## src/xod_pkg.sv

```systemverilog
// constants and types of the operand field decoder
package xod_pkg;

   // ----------------------------------------
   // register byte offsets
   // ----------------------------------------
   localparam logic [7:0] XOD_CTRL_OFF   = 8'h00;
   localparam logic [7:0] XOD_INSTR_OFF  = 8'h04;
   localparam logic [7:0] XOD_BASEV_OFF  = 8'h14;
   localparam logic [7:0] XOD_INDEXV_OFF = 8'h18;
   localparam logic [7:0] XOD_STATUS_OFF = 8'h1C;
   localparam logic [7:0] XOD_EA_OFF     = 8'h20;
   localparam logic [7:0] XOD_IMM_OFF    = 8'h24;
   localparam logic [7:0] XOD_DISP_OFF   = 8'h28;
   localparam logic [7:0] XOD_FIELDS_OFF = 8'h2C;

   localparam int XOD_INSTR_WORDS = 4;

   // ----------------------------------------
   // control word fields and reset values
   // ----------------------------------------
   localparam int XOD_C_DEF_OP32   = 0;
   localparam int XOD_C_DEF_ADDR32 = 1;
   localparam int XOD_C_OP_PFX     = 2;
   localparam int XOD_C_ADDR_PFX   = 3;
   localparam int XOD_C_OPC2       = 4;
   localparam int XOD_C_MODRM      = 5;
   localparam int XOD_C_IMM_LSB    = 6;
   localparam int XOD_C_SIGN       = 8;
   localparam int XOD_C_STRDST     = 9;
   localparam int XOD_C_START      = 10;
   localparam logic [9:0]  XOD_CTRL_RST = 10'h000;
   localparam logic [31:0] XOD_WORD_RST = 32'h0000_0000;

   // ----------------------------------------
   // encodings
   // ----------------------------------------
   typedef enum logic [1:0] {
      XOD_IMM_NONE = 2'h0,
      XOD_IMM_FIX8 = 2'h1,
      XOD_IMM_VAR  = 2'h2
   } xod_imm_t;

   typedef enum logic [1:0] {
      XOD_ST_IDLE = 2'b00,
      XOD_ST_CALC = 2'b01,
      XOD_ST_DONE = 2'b11
   } xod_state_t;

   localparam logic [2:0] XOD_SEG_ES = 3'h0;
   localparam logic [2:0] XOD_SEG_SS = 3'h2;
   localparam logic [2:0] XOD_SEG_DS = 3'h3;
   localparam logic [2:0] XOD_SEG_RSV = 3'h6;

   localparam logic [2:0] XOD_REG_BX  = 3'h3;
   localparam logic [2:0] XOD_REG_SP  = 3'h4;
   localparam logic [2:0] XOD_REG_BP  = 3'h5;
   localparam logic [2:0] XOD_REG_SI  = 3'h6;
   localparam logic [2:0] XOD_REG_DI  = 3'h7;
   localparam logic [2:0] XOD_RM_SIB  = 3'h4;
   localparam logic [2:0] XOD_RM_D16  = 3'h6;
   localparam logic [2:0] XOD_NO_IDX  = 3'h4;

   localparam logic [1:0] XOD_MOD_NODISP = 2'h0;
   localparam logic [1:0] XOD_MOD_D8     = 2'h1;
   localparam logic [1:0] XOD_MOD_DW     = 2'h2;
   localparam logic [1:0] XOD_MOD_REG    = 2'h3;
   localparam logic [1:0] XOD_SS_X1      = 2'h0;

   localparam logic [3:0] XOD_LEN_B1 = 4'h1;
   localparam logic [3:0] XOD_LEN_B2 = 4'h2;
   localparam logic [3:0] XOD_LEN_B4 = 4'h4;

endpackage

```

## src/xod_operand_decoder.sv

```systemverilog
// operand addressing field decoder with AHB-Lite register slave
//
// Function
// - opcode is one or two bytes; w, d, s, cond fields come from it
// - scale-index-base byte only with 32-bit addressing, right after mode byte
// - parse order opcode, mode byte, sib, displacement, immediate last
// - variable immediate is one byte if w=0, else operand size
// - 16-bit forms: pair tables, r/m 110 mod 00 direct, frame pointer uses stack
// - 32-bit no sib: r/m base, mod00 r/m101 absolute, mod01/10 add d8/d32
// - 32-bit with r/m 100 and mod not 11 expects sib byte
// - displacement sits after mode byte or sib byte and before immediate
// - scale code 00..11 multiplies index by 1, 2, 4, 8
// - index code 100 means no index; nonzero scale then undefined
// - base 101 with mod 00 drops frame pointer, uses 32-bit displacement
// - sib address base+scaled index+disp; sp/fp bases use stack segment
// - w=0 byte operand, w=1 16 or 32 bits by operation size
// - short segment code 00..11 ES CS SS DS; long adds two, 110/111 reserved
// - register code picks full registers; w=0 low then high byte registers
// - mod 11 makes r/m a register selector
// - frame pointer operands use the stack segment
// - string destinations via destination index always use extra segment
// - d=0 reg is source, r/m destination; d=1 swapped
// - sign-extend bit only affects 8-bit immediate into full operand
// - field widths 1 for w/d/s, 3 reg/rm/index/base, 2 mod/ss, 4 cond
// - s=1 sign-extends 8-bit immediate, s=0 leaves it unchanged
// - size prefixes invert default size for one instruction only
// - condition field upper three bits choose test, low bit negates
`timescale 1ns/100ps
`default_nettype none

module xod_operand_decoder
   import xod_pkg::*;
(
   // clock and reset
   input  wire  logic        sys_clk,
   input  wire  logic        sys_rst,
   // AHB-Lite slave
   input  wire  logic        hsel,
   input  wire  logic [31:0] haddr,
   input  wire  logic [1:0]  htrans,
   input  wire  logic        hwrite,
   input  wire  logic [2:0]  hsize,
   input  wire  logic        hready,
   input  wire  logic [31:0] hwdata,
   output logic        [31:0] hrdata,
   output logic              hreadyout,
   output logic              hresp,
   // fetch stage
   output logic              decDone,
   output logic        [3:0] insnLength
);

   // ----------------------------------------
   // bus slave
   // ----------------------------------------
   logic        wrActQ;
   logic        rdActQ;
   logic [7:0]  addrQ;
   wire         takeReq = hsel & hready & htrans[1];

   // hsize is not checked: only whole-word transfers are used
   always_ff @(posedge sys_clk) begin
      if (sys_rst) begin
         wrActQ <= 1'b0;
         rdActQ <= 1'b0;
         addrQ  <= 8'h00;
      end else if (hready) begin
         wrActQ <= takeReq & hwrite;
         rdActQ <= takeReq & ~hwrite;
         addrQ  <= {haddr[7:2], 2'b00};
      end
   end

   assign hreadyout = 1'b1;
   assign hresp     = 1'b0;
   wire wrCtrl   = wrActQ & (addrQ == XOD_CTRL_OFF);
   wire wrBaseV  = wrActQ & (addrQ == XOD_BASEV_OFF);
   wire wrIndexV = wrActQ & (addrQ == XOD_INDEXV_OFF);
   wire startReq = wrCtrl & hwdata[XOD_C_START];
   // ----------------------------------------
   // software registers
   // ----------------------------------------
   logic [9:0]  ctrlQ;
   logic [31:0] baseValQ;
   logic [31:0] indexValQ;
   logic [31:0] instrQ [XOD_INSTR_WORDS];
   xod_state_t  stateQ;
   wire         calcNow = (stateQ == XOD_ST_CALC);
   always_ff @(posedge sys_clk) begin
      if (sys_rst) begin
         ctrlQ <= XOD_CTRL_RST;
      end else if (wrCtrl) begin
         ctrlQ <= hwdata[9:0];
      end else if (calcNow) begin
         ctrlQ[XOD_C_OP_PFX]   <= 1'b0;
         ctrlQ[XOD_C_ADDR_PFX] <= 1'b0;
      end
   end

   always_ff @(posedge sys_clk) begin
      if (sys_rst) begin
         baseValQ  <= XOD_WORD_RST;
         indexValQ <= XOD_WORD_RST;
      end else begin
         if (wrBaseV) baseValQ <= hwdata;
         if (wrIndexV) indexValQ <= hwdata;
      end
   end
   // instruction bytes, little-endian within each word
   logic [7:0] ib [4*XOD_INSTR_WORDS];
   genvar gw;
   generate
      for (gw = 0; gw < XOD_INSTR_WORDS; gw++) begin : g_instr
         wire wrThis = wrActQ & (addrQ == XOD_INSTR_OFF + 8'(4*gw));
         always_ff @(posedge sys_clk) begin
            if (sys_rst) begin
               instrQ[gw] <= XOD_WORD_RST;
            end else if (wrThis) begin
               instrQ[gw] <= hwdata;
            end
         end
         assign ib[4*gw]   = instrQ[gw][7:0];
         assign ib[4*gw+1] = instrQ[gw][15:8];
         assign ib[4*gw+2] = instrQ[gw][23:16];
         assign ib[4*gw+3] = instrQ[gw][31:24];
      end
   endgenerate
   // ----------------------------------------
   // helpers
   // ----------------------------------------
   // little-endian field, optionally sign-extended from its top byte
   function automatic logic [31:0] assemble(
      input logic [7:0] b0,
      input logic [7:0] b1,
      input logic [7:0] b2,
      input logic [7:0] b3,
      input logic [3:0] len,
      input logic       sx
   );
      logic [31:0] v;
      v = 32'h0000_0000;
      case (len)
         XOD_LEN_B1: v = {{24{sx & b0[7]}}, b0};
         XOD_LEN_B2: v = {{16{sx & b1[7]}}, b1, b0};
         XOD_LEN_B4: v = {b3, b2, b1, b0};
         default:    v = 32'h0000_0000;
      endcase
      return v;
   endfunction
   // stack segment for frame or stack pointer bases, data otherwise
   function automatic logic [2:0] baseSeg(
      input logic       used,
      input logic [2:0] code
   );
      logic sp;
      sp = used & ((code == XOD_REG_BP) | (code == XOD_REG_SP));
      return sp ? XOD_SEG_SS : XOD_SEG_DS;
   endfunction
   // ----------------------------------------
   // opcode and sizes
   // ----------------------------------------
   wire       opc2     = ctrlQ[XOD_C_OPC2];
   wire       hasModrm = ctrlQ[XOD_C_MODRM];
   wire [1:0] immKind  = ctrlQ[XOD_C_IMM_LSB +: 2];
   wire       useSign  = ctrlQ[XOD_C_SIGN];
   wire       strDest  = ctrlQ[XOD_C_STRDST];
   wire [3:0] opLen    = opc2 ? XOD_LEN_B2 : XOD_LEN_B1;
   wire [7:0] lastOpc  = opc2 ? ib[1] : ib[0];
   wire       wBit     = lastOpc[0];
   wire       dBit     = lastOpc[1];
   wire       sBit     = lastOpc[1];
   wire [3:0] condFld  = lastOpc[3:0];
   wire [2:0] condSel  = condFld[3:1];
   wire       condNeg  = condFld[0];
   wire op32   = ctrlQ[XOD_C_DEF_OP32] ^ ctrlQ[XOD_C_OP_PFX];
   wire addr32 = ctrlQ[XOD_C_DEF_ADDR32] ^ ctrlQ[XOD_C_ADDR_PFX];
   // operand bytes: 1, 2 or 4
   wire [3:0] opBytes = ~wBit ? XOD_LEN_B1 :
                        (op32 ? XOD_LEN_B4 : XOD_LEN_B2);
   // ----------------------------------------
   // mode byte and sib
   // ----------------------------------------
   wire [7:0] modrm   = ib[opLen];
   wire [1:0] modF    = modrm[7:6];
   wire [2:0] regF    = modrm[5:3];
   wire [2:0] rmF     = modrm[2:0];
   wire       regMode = hasModrm & (modF == XOD_MOD_REG);
   wire       memMode = hasModrm & ~regMode;
   wire       sibHere = memMode & addr32 & (rmF == XOD_RM_SIB);
   wire [3:0] sibPos  = opLen + 4'h1;
   wire [7:0] sib     = ib[sibPos];
   wire [1:0] ssF     = sib[7:6];
   wire [2:0] idxF    = sib[5:3];
   wire [2:0] baseF   = sib[2:0];
   // ----------------------------------------
   // displacement length
   // ----------------------------------------
   wire noBase32 = (modF == XOD_MOD_NODISP) &
                   (sibHere ? (baseF == XOD_REG_BP)
                            : (rmF == XOD_REG_BP));
   wire direct16 = (modF == XOD_MOD_NODISP) &
                   (rmF == XOD_RM_D16);
   logic [3:0] dispLen;
   always_comb begin
      dispLen = 4'h0;
      if (memMode) begin
         case (modF)
            XOD_MOD_NODISP: begin
               if (addr32) begin
                  dispLen = noBase32 ? XOD_LEN_B4 : 4'h0;
               end else begin
                  dispLen = direct16 ? XOD_LEN_B2 : 4'h0;
               end
            end
            XOD_MOD_D8: dispLen = XOD_LEN_B1;
            XOD_MOD_DW: begin
               dispLen = addr32 ? XOD_LEN_B4 : XOD_LEN_B2;
            end
            default: dispLen = 4'h0;
         endcase
      end
   end
   // ----------------------------------------
   // field positions in parse order
   // ----------------------------------------
   wire [3:0] modLen  = {3'b000, hasModrm};
   wire [3:0] sibLen  = {3'b000, sibHere};
   wire [3:0] dispOff = opLen + modLen + sibLen;
   wire [3:0] immOff  = dispOff + dispLen;
   logic [3:0] immLen;
   always_comb begin
      case (immKind)
         XOD_IMM_FIX8: immLen = XOD_LEN_B1;
         XOD_IMM_VAR:  immLen = opBytes;
         default:      immLen = 4'h0;
      endcase
   end
   wire [3:0] totalLen = immOff + immLen;
   // ----------------------------------------
   // displacement and immediate values
   // ----------------------------------------
   wire [31:0] dispVal = assemble(ib[dispOff],
                                  ib[dispOff + 4'h1],
                                  ib[dispOff + 4'h2],
                                  ib[dispOff + 4'h3],
                                  dispLen, 1'b1);
   // only a one-byte immediate into a full operand can widen
   wire immWiden = useSign & sBit & wBit &
                   (immLen == XOD_LEN_B1);
   wire [31:0] immRaw = assemble(ib[immOff],
                                 ib[immOff + 4'h1],
                                 ib[immOff + 4'h2],
                                 ib[immOff + 4'h3],
                                 immLen, immWiden);
   wire [31:0] immVal = op32 ? immRaw
                             : {16'h0000, immRaw[15:0]};
   // ----------------------------------------
   // address components
   // ----------------------------------------
   logic       useBase;
   logic       useIndex;
   logic [2:0] baseCode;
   logic [2:0] indexCode;
   logic [1:0] scaleCode;

   always_comb begin
      useBase   = 1'b0;
      useIndex  = 1'b0;
      baseCode  = XOD_REG_BX;
      indexCode = XOD_REG_SI;
      scaleCode = XOD_SS_X1;
      if (memMode & ~addr32) begin
         // pairs for 000..011, single SI/DI/BP/BX for 100..111
         useBase   = ~rmF[2] | rmF[1];
         useIndex  = ~rmF[2] | ~rmF[1];
         baseCode  = rmF[2] ? (rmF[0] ? XOD_REG_BX : XOD_REG_BP)
                            : (rmF[1] ? XOD_REG_BP : XOD_REG_BX);
         indexCode = rmF[0] ? XOD_REG_DI : XOD_REG_SI;
         if (direct16) useBase = 1'b0;
      end else if (memMode & ~sibHere) begin
         useBase  = ~noBase32;
         baseCode = rmF;
      end else if (memMode) begin
         useBase   = ~noBase32;
         baseCode  = baseF;
         useIndex  = (idxF != XOD_NO_IDX);
         indexCode = idxF;
         scaleCode = ssF;
      end
   end
   wire undefEa = sibHere & (idxF == XOD_NO_IDX) &
                  (ssF != XOD_SS_X1);
   wire [31:0] basePart  = useBase ? baseValQ : 32'h0000_0000;
   wire [31:0] indexPart = useIndex ? (indexValQ << scaleCode)
                                    : 32'h0000_0000;
   wire [31:0] eaSum     = basePart + indexPart + dispVal;
   // 16-bit forms wrap inside the segment
   wire [31:0] eaVal     = addr32 ? eaSum
                                  : {16'h0000, eaSum[15:0]};
   // string destination segment cannot be overridden
   wire [2:0] eaSeg = strDest ? XOD_SEG_ES
                              : baseSeg(useBase, baseCode);
   // ----------------------------------------
   // register and segment selections
   // ----------------------------------------
   wire [1:0] segShort = lastOpc[4:3];
   wire [2:0] segLong  = regF;
   wire       segRsvd  = (segLong >= XOD_SEG_RSV);
   // byte registers: code[2] picks the high half of A, C, D, B
   wire       regHigh  = ~wBit & regF[2];
   wire       rmHigh   = regMode & ~wBit & rmF[2];
   wire       regIsSrc = ~dBit;
   // reserved long segment flag is reported in status, not here
   wire [31:0] fieldsVal = {
      condNeg, condSel, segLong, segShort,
      eaSeg, rmHigh, regHigh, regIsSrc, opBytes[2:0],
      scaleCode, indexCode, baseCode, rmF, regF
   };
   // ----------------------------------------
   // decode sequence
   // ----------------------------------------
   logic [31:0] eaQ;
   logic [31:0] immQ;
   logic [31:0] dispQ;
   logic [31:0] fieldsQ;
   logic [3:0]  lenQ;
   logic [3:0]  dispLenQ;
   logic [3:0]  immLenQ;
   logic [5:0]  flagsQ;
   always_ff @(posedge sys_clk) begin
      if (sys_rst) begin
         stateQ <= XOD_ST_IDLE;
      end else begin
         case (stateQ)
            XOD_ST_IDLE: if (startReq) stateQ <= XOD_ST_CALC;
            XOD_ST_CALC: stateQ <= XOD_ST_DONE;
            XOD_ST_DONE: if (startReq) stateQ <= XOD_ST_CALC;
            default:     stateQ <= XOD_ST_IDLE;
         endcase
      end
   end

   always_ff @(posedge sys_clk) begin
      if (sys_rst) begin
         eaQ      <= XOD_WORD_RST;
         immQ     <= XOD_WORD_RST;
         dispQ    <= XOD_WORD_RST;
         fieldsQ  <= XOD_WORD_RST;
         lenQ     <= 4'h0;
         dispLenQ <= 4'h0;
         immLenQ  <= 4'h0;
         flagsQ   <= 6'h00;
      end else if (calcNow) begin
         eaQ      <= memMode ? eaVal : 32'h0000_0000;
         immQ     <= immVal;
         dispQ    <= dispVal;
         fieldsQ  <= fieldsVal;
         lenQ     <= totalLen;
         dispLenQ <= dispLen;
         immLenQ  <= immLen;
         flagsQ   <= {segRsvd, addr32, op32, undefEa, sibHere, regMode};
      end
   end
   wire doneNow = (stateQ == XOD_ST_DONE);
   wire busyNow = calcNow;
   assign decDone    = doneNow;
   assign insnLength = lenQ;
   // ----------------------------------------
   // read mux
   // ----------------------------------------
   wire [31:0] statusVal = {10'h000, flagsQ, immLenQ, dispLenQ,
                            lenQ, 2'b00, busyNow, doneNow};
   wire        rdInstr   = (addrQ >= XOD_INSTR_OFF) &
                           (addrQ < XOD_BASEV_OFF);
   wire [1:0]  rdWord    = 2'(addrQ[3:2] - XOD_INSTR_OFF[3:2]);
   always_comb begin
      hrdata = 32'h0000_0000;
      if (!rdActQ) hrdata = 32'h0000_0000;
      else if (addrQ == XOD_CTRL_OFF) hrdata = {22'h0, ctrlQ};
      else if (rdInstr) hrdata = instrQ[rdWord];
      else if (addrQ == XOD_BASEV_OFF) hrdata = baseValQ;
      else if (addrQ == XOD_INDEXV_OFF) hrdata = indexValQ;
      else if (addrQ == XOD_STATUS_OFF) hrdata = statusVal;
      else if (addrQ == XOD_EA_OFF) hrdata = eaQ;
      else if (addrQ == XOD_IMM_OFF) hrdata = immQ;
      else if (addrQ == XOD_DISP_OFF) hrdata = dispQ;
      else if (addrQ == XOD_FIELDS_OFF) hrdata = fieldsQ;
   end

endmodule // xod_operand_decoder

`default_nettype wire

```

## config.mk

```make
export PLATFORM = sky130hd
export DESIGN_NAME = xod_operand_decoder
export DESIGN_NICKNAME = d
export VERILOG_FILES = /design/src/xod_pkg.sv /design/src/xod_operand_decoder.sv
export SDC_FILE = /design/constraint.sdc
export NUM_CORES = 1
export LEC_CHECK = 0
export ABC_CLOCK_PERIOD_IN_PS = 16700
export BUFFER_PORTS_ARGS = -buffer_cell sky130_fd_sc_hd__buf_2
export CAP_MARGIN = 0
export CORE_MARGIN = 2
export CORE_UTILIZATION = 30
export DETAILED_ROUTE_END_ITERATION = 10
export HOLD_SLACK_MARGIN = 0.05
export SYNTH_ARGS = -nofsm -noshare
export SYNTH_HDL_FRONTEND = slang
export SYNTH_SLANG_ARGS = --single-unit
```

## constraint.sdc

```tcl
create_clock -name sys_clk -period 16.7 [get_ports sys_clk]
set_input_delay 3.34 -clock sys_clk [delete_from_list [all_inputs] [get_ports sys_clk]]
set_output_delay 3.34 -clock sys_clk [all_outputs]
set_load 0.005 [all_outputs]
```

==> out/qor.csv <==
metric;value;unit
outcome;completed;
vias;23120;
worstSetupPathType;reg -> reg;
ys_types;80;
post-route-drc-count;0;
routedWlPerCell;27.71;um
synth_seq_area_share;0.3181;
hold_buffers;0;
antenna_found_initial;9;
grt_pass1_vias;21860;
maxCapViolations;0;
fmax;113.4;MHz
cts.sinks;351;
yosys_most_used_dff;dfxtp_1;
area_growth;11.16;%
cts_tree;done;
required;17.18;ns
grt_max_degree;97;
clkTransAtPathRegs;0.06;ns
cts_setup_buffers;0;
setup.worst_path.start_class;flip-flop;
die_y;299.1;um
drt-total-wl;105300;um
layout_common_cells;330 x nand2_1, 236 x mux4_2, 229 x a21oi_1;
die_area;89440;um2
numPortBuffers;80;
min_period;8.819;ns
synth_area_per_cell;9.797;um2
syn-cell-area;26120;um2
grt_remaining_overflow;0;
drv_slew;0;
cp.arrival;9.30;ns
ys_ff_latch;351;
syn_inst;2666;
synthArstFlopShare;0;
vias_per_cell;6.084;
cts.htree.levels;2;
rsz0062_at_grt;no;
cts_resized;0;
cellLeakagePower;10.93;nW
synth_area_leaders;mux4_2 20%, dfxtp_1 17%, edfxtp_1 15%;
synth_edf_count;128;
fin_tns_setup;0;ns
drt.antenna.violating_nets;0;
relSlewSlack;0.1233;
syn_nets;2830;
layout-drive-gt1-share;0.1912;
path_max_fanout;37;
drtPass1Iterations;6;
synth_top_cell_by_area;mux4_2;
power_per_cell_area;83.09;nW/um2
rows;108;
cts_inserted_buffers;43;
fin_worst_skew;0.02178;ns
clkLatencyLatePin;0.60;ns
core;86480;um2
placed_cells;3721;
grt_pass1_wl;154300;um
tightest_slew;1.311;ns
fin_cells;3800;
routabilityCongestion;0.9743;
yosysTopAreaCellShare;0.2035;
cts_buffer_depth;3;
first_iter_violations;3198;
final_nets;2775;
ir_drop;0.00007392;V
ys_warn_count;0;
grt_usage;0.2321;
final_common_cell;nand2_1;
hold_violations;0;
die_x;299.1;um
dp_hpwl;73850;um
fin_crit_sh;0.5281;
initial_core_util;0.3020;
endpoint_kind;flip-flop;
root_buffer;clkbuf_16;
setup_viol;0;
io_pins;113;
hp-class;reg -> reg;
## logic make-up after synthesis
family,share of synthesized area
AND/OR/NAND/NOR,0.1500
adder cells (fa/ha/maj),0.05346
other,0.0002875
XOR/XNOR,0.01461
multiplexers,0.2580
buffers and inverters,0.05059
flip-flops,0.3181
AO/OA/AOI/OAI,0.1550
## cell usage after synthesis (19+ instances only)
master    instances
ha_1             54
o211ai_1         19
o22a_1           28
o21ai_0          84
clkbuf_1        182
fa_1             36
and3_1          100
a21oi_1         232
and2_1           48
xnor2_1          24
buf_1            21
dfxtp_1         223
a211oi_1         75
a21o_1           25
nor2_1          226
a22oi_1          29
mux4_2          236
buf_2            33
inv_1            86
nand2_1         331
edfxtp_1        128
mux2i_1         122
nand3_1          31
a221oi_1         49
nor3_1           42
## routing by layer
| layer | wire (um) | global-route usage |
|---|---|---|
| met3 | 12520 | 0.05320 |
| met1 | 39890 | 0.3072 |
| met4 | 7181 | 0.1348 |
| met2 | 45680 | 0.3479 |
| met5 | 23 | 0 |
## layout make-up
cell class	instances	area, um2
antenna	4	10.01
inverter	88	331.6
tap	1155	1445
multi-input combinational	1984	16630
clock buffer	59	1239
timing repair buffer	143	879.6
sequential	351	8310
fill	8957	57450
clock inverter	16	186.4
## stage by stage
stage / utilization / hold slack [ns] / total power, W / cell area [um2] / setup WS [ns]
after floorplan: - / 0.4258 / 0.001284 / 26120 / 9.202
after global placement: 0.3191 / 0.4438 / 0.001438 / 27600 / 8.105
after detailed placement: 0.3191 / 0.4496 / 0.001442 / 27600 / 8.121
after CTS: 0.3356 / 0.4577 / 0.002406 / 29020 / 8.070
after global routing: 0.3356 / 0.4731 / 0.002483 / 29020 / 7.466
final: 0.3357 / 0.4600 / 0.002412 / 29030 / 7.881
## critical path, cell delays in order (launching register included)
cell	delay, ns
dfxtp_2	0.54
buf_4	0.43
nand3b_1	0.24
nand4_2	0.24
or2_4	0.36
fa_4	1.05
buf_4	0.58
mux4_2	0.40
mux2i_1	0.57
nor2b_1	0.34
a21oi_1	0.53
fa_1	0.51
inv_1	0.07
ha_1	0.22
and4_1	0.34
nor3b_1	0.37
nand4_1	0.34
a211oi_1	0.47
o211ai_1	0.23
a31oi_1	0.32
a31oi_1	0.18
xnor2_1	0.15
a22o_1	0.20
## sequential cells by signal, summed over array words and instances, names as in the netlist
name and count:
addrQ 6, baseValQ 32, ctrlQ 10, dispLenQ 3, dispQ 32, eaQ 32, fieldsQ 27, flagsQ 6
immLenQ 3, immQ 32, indexValQ 32, insnLength 4, instrQ 128, rdActQ 1, stateQ 2, wrActQ 1
## final timing paths
path	from	endpoint	slack (ns)	cells after the start
worst max register to register	ctrlQ[4]	eaQ[31]	7.88	22
worst min register to register	immQ[17]	immQ[17]	0.46	2
worst max-delay path	ctrlQ[4]	eaQ[31]	7.88	22
worst min-delay path	immQ[17]	immQ[17]	0.46	2
## report_power, final
group	switching [W]	internal (W)	total [W]	leakage, nW
logic	0.000271	0.000146	0.000417	7.11
clock network	0.000398	0.000578	0.000976	0.699
registers	0.0000677	0.000952	0.00102	3.12
total	0.000737	0.00168	0.00241	10.9
No activity file was read; power rests on OpenSTA's default activity.
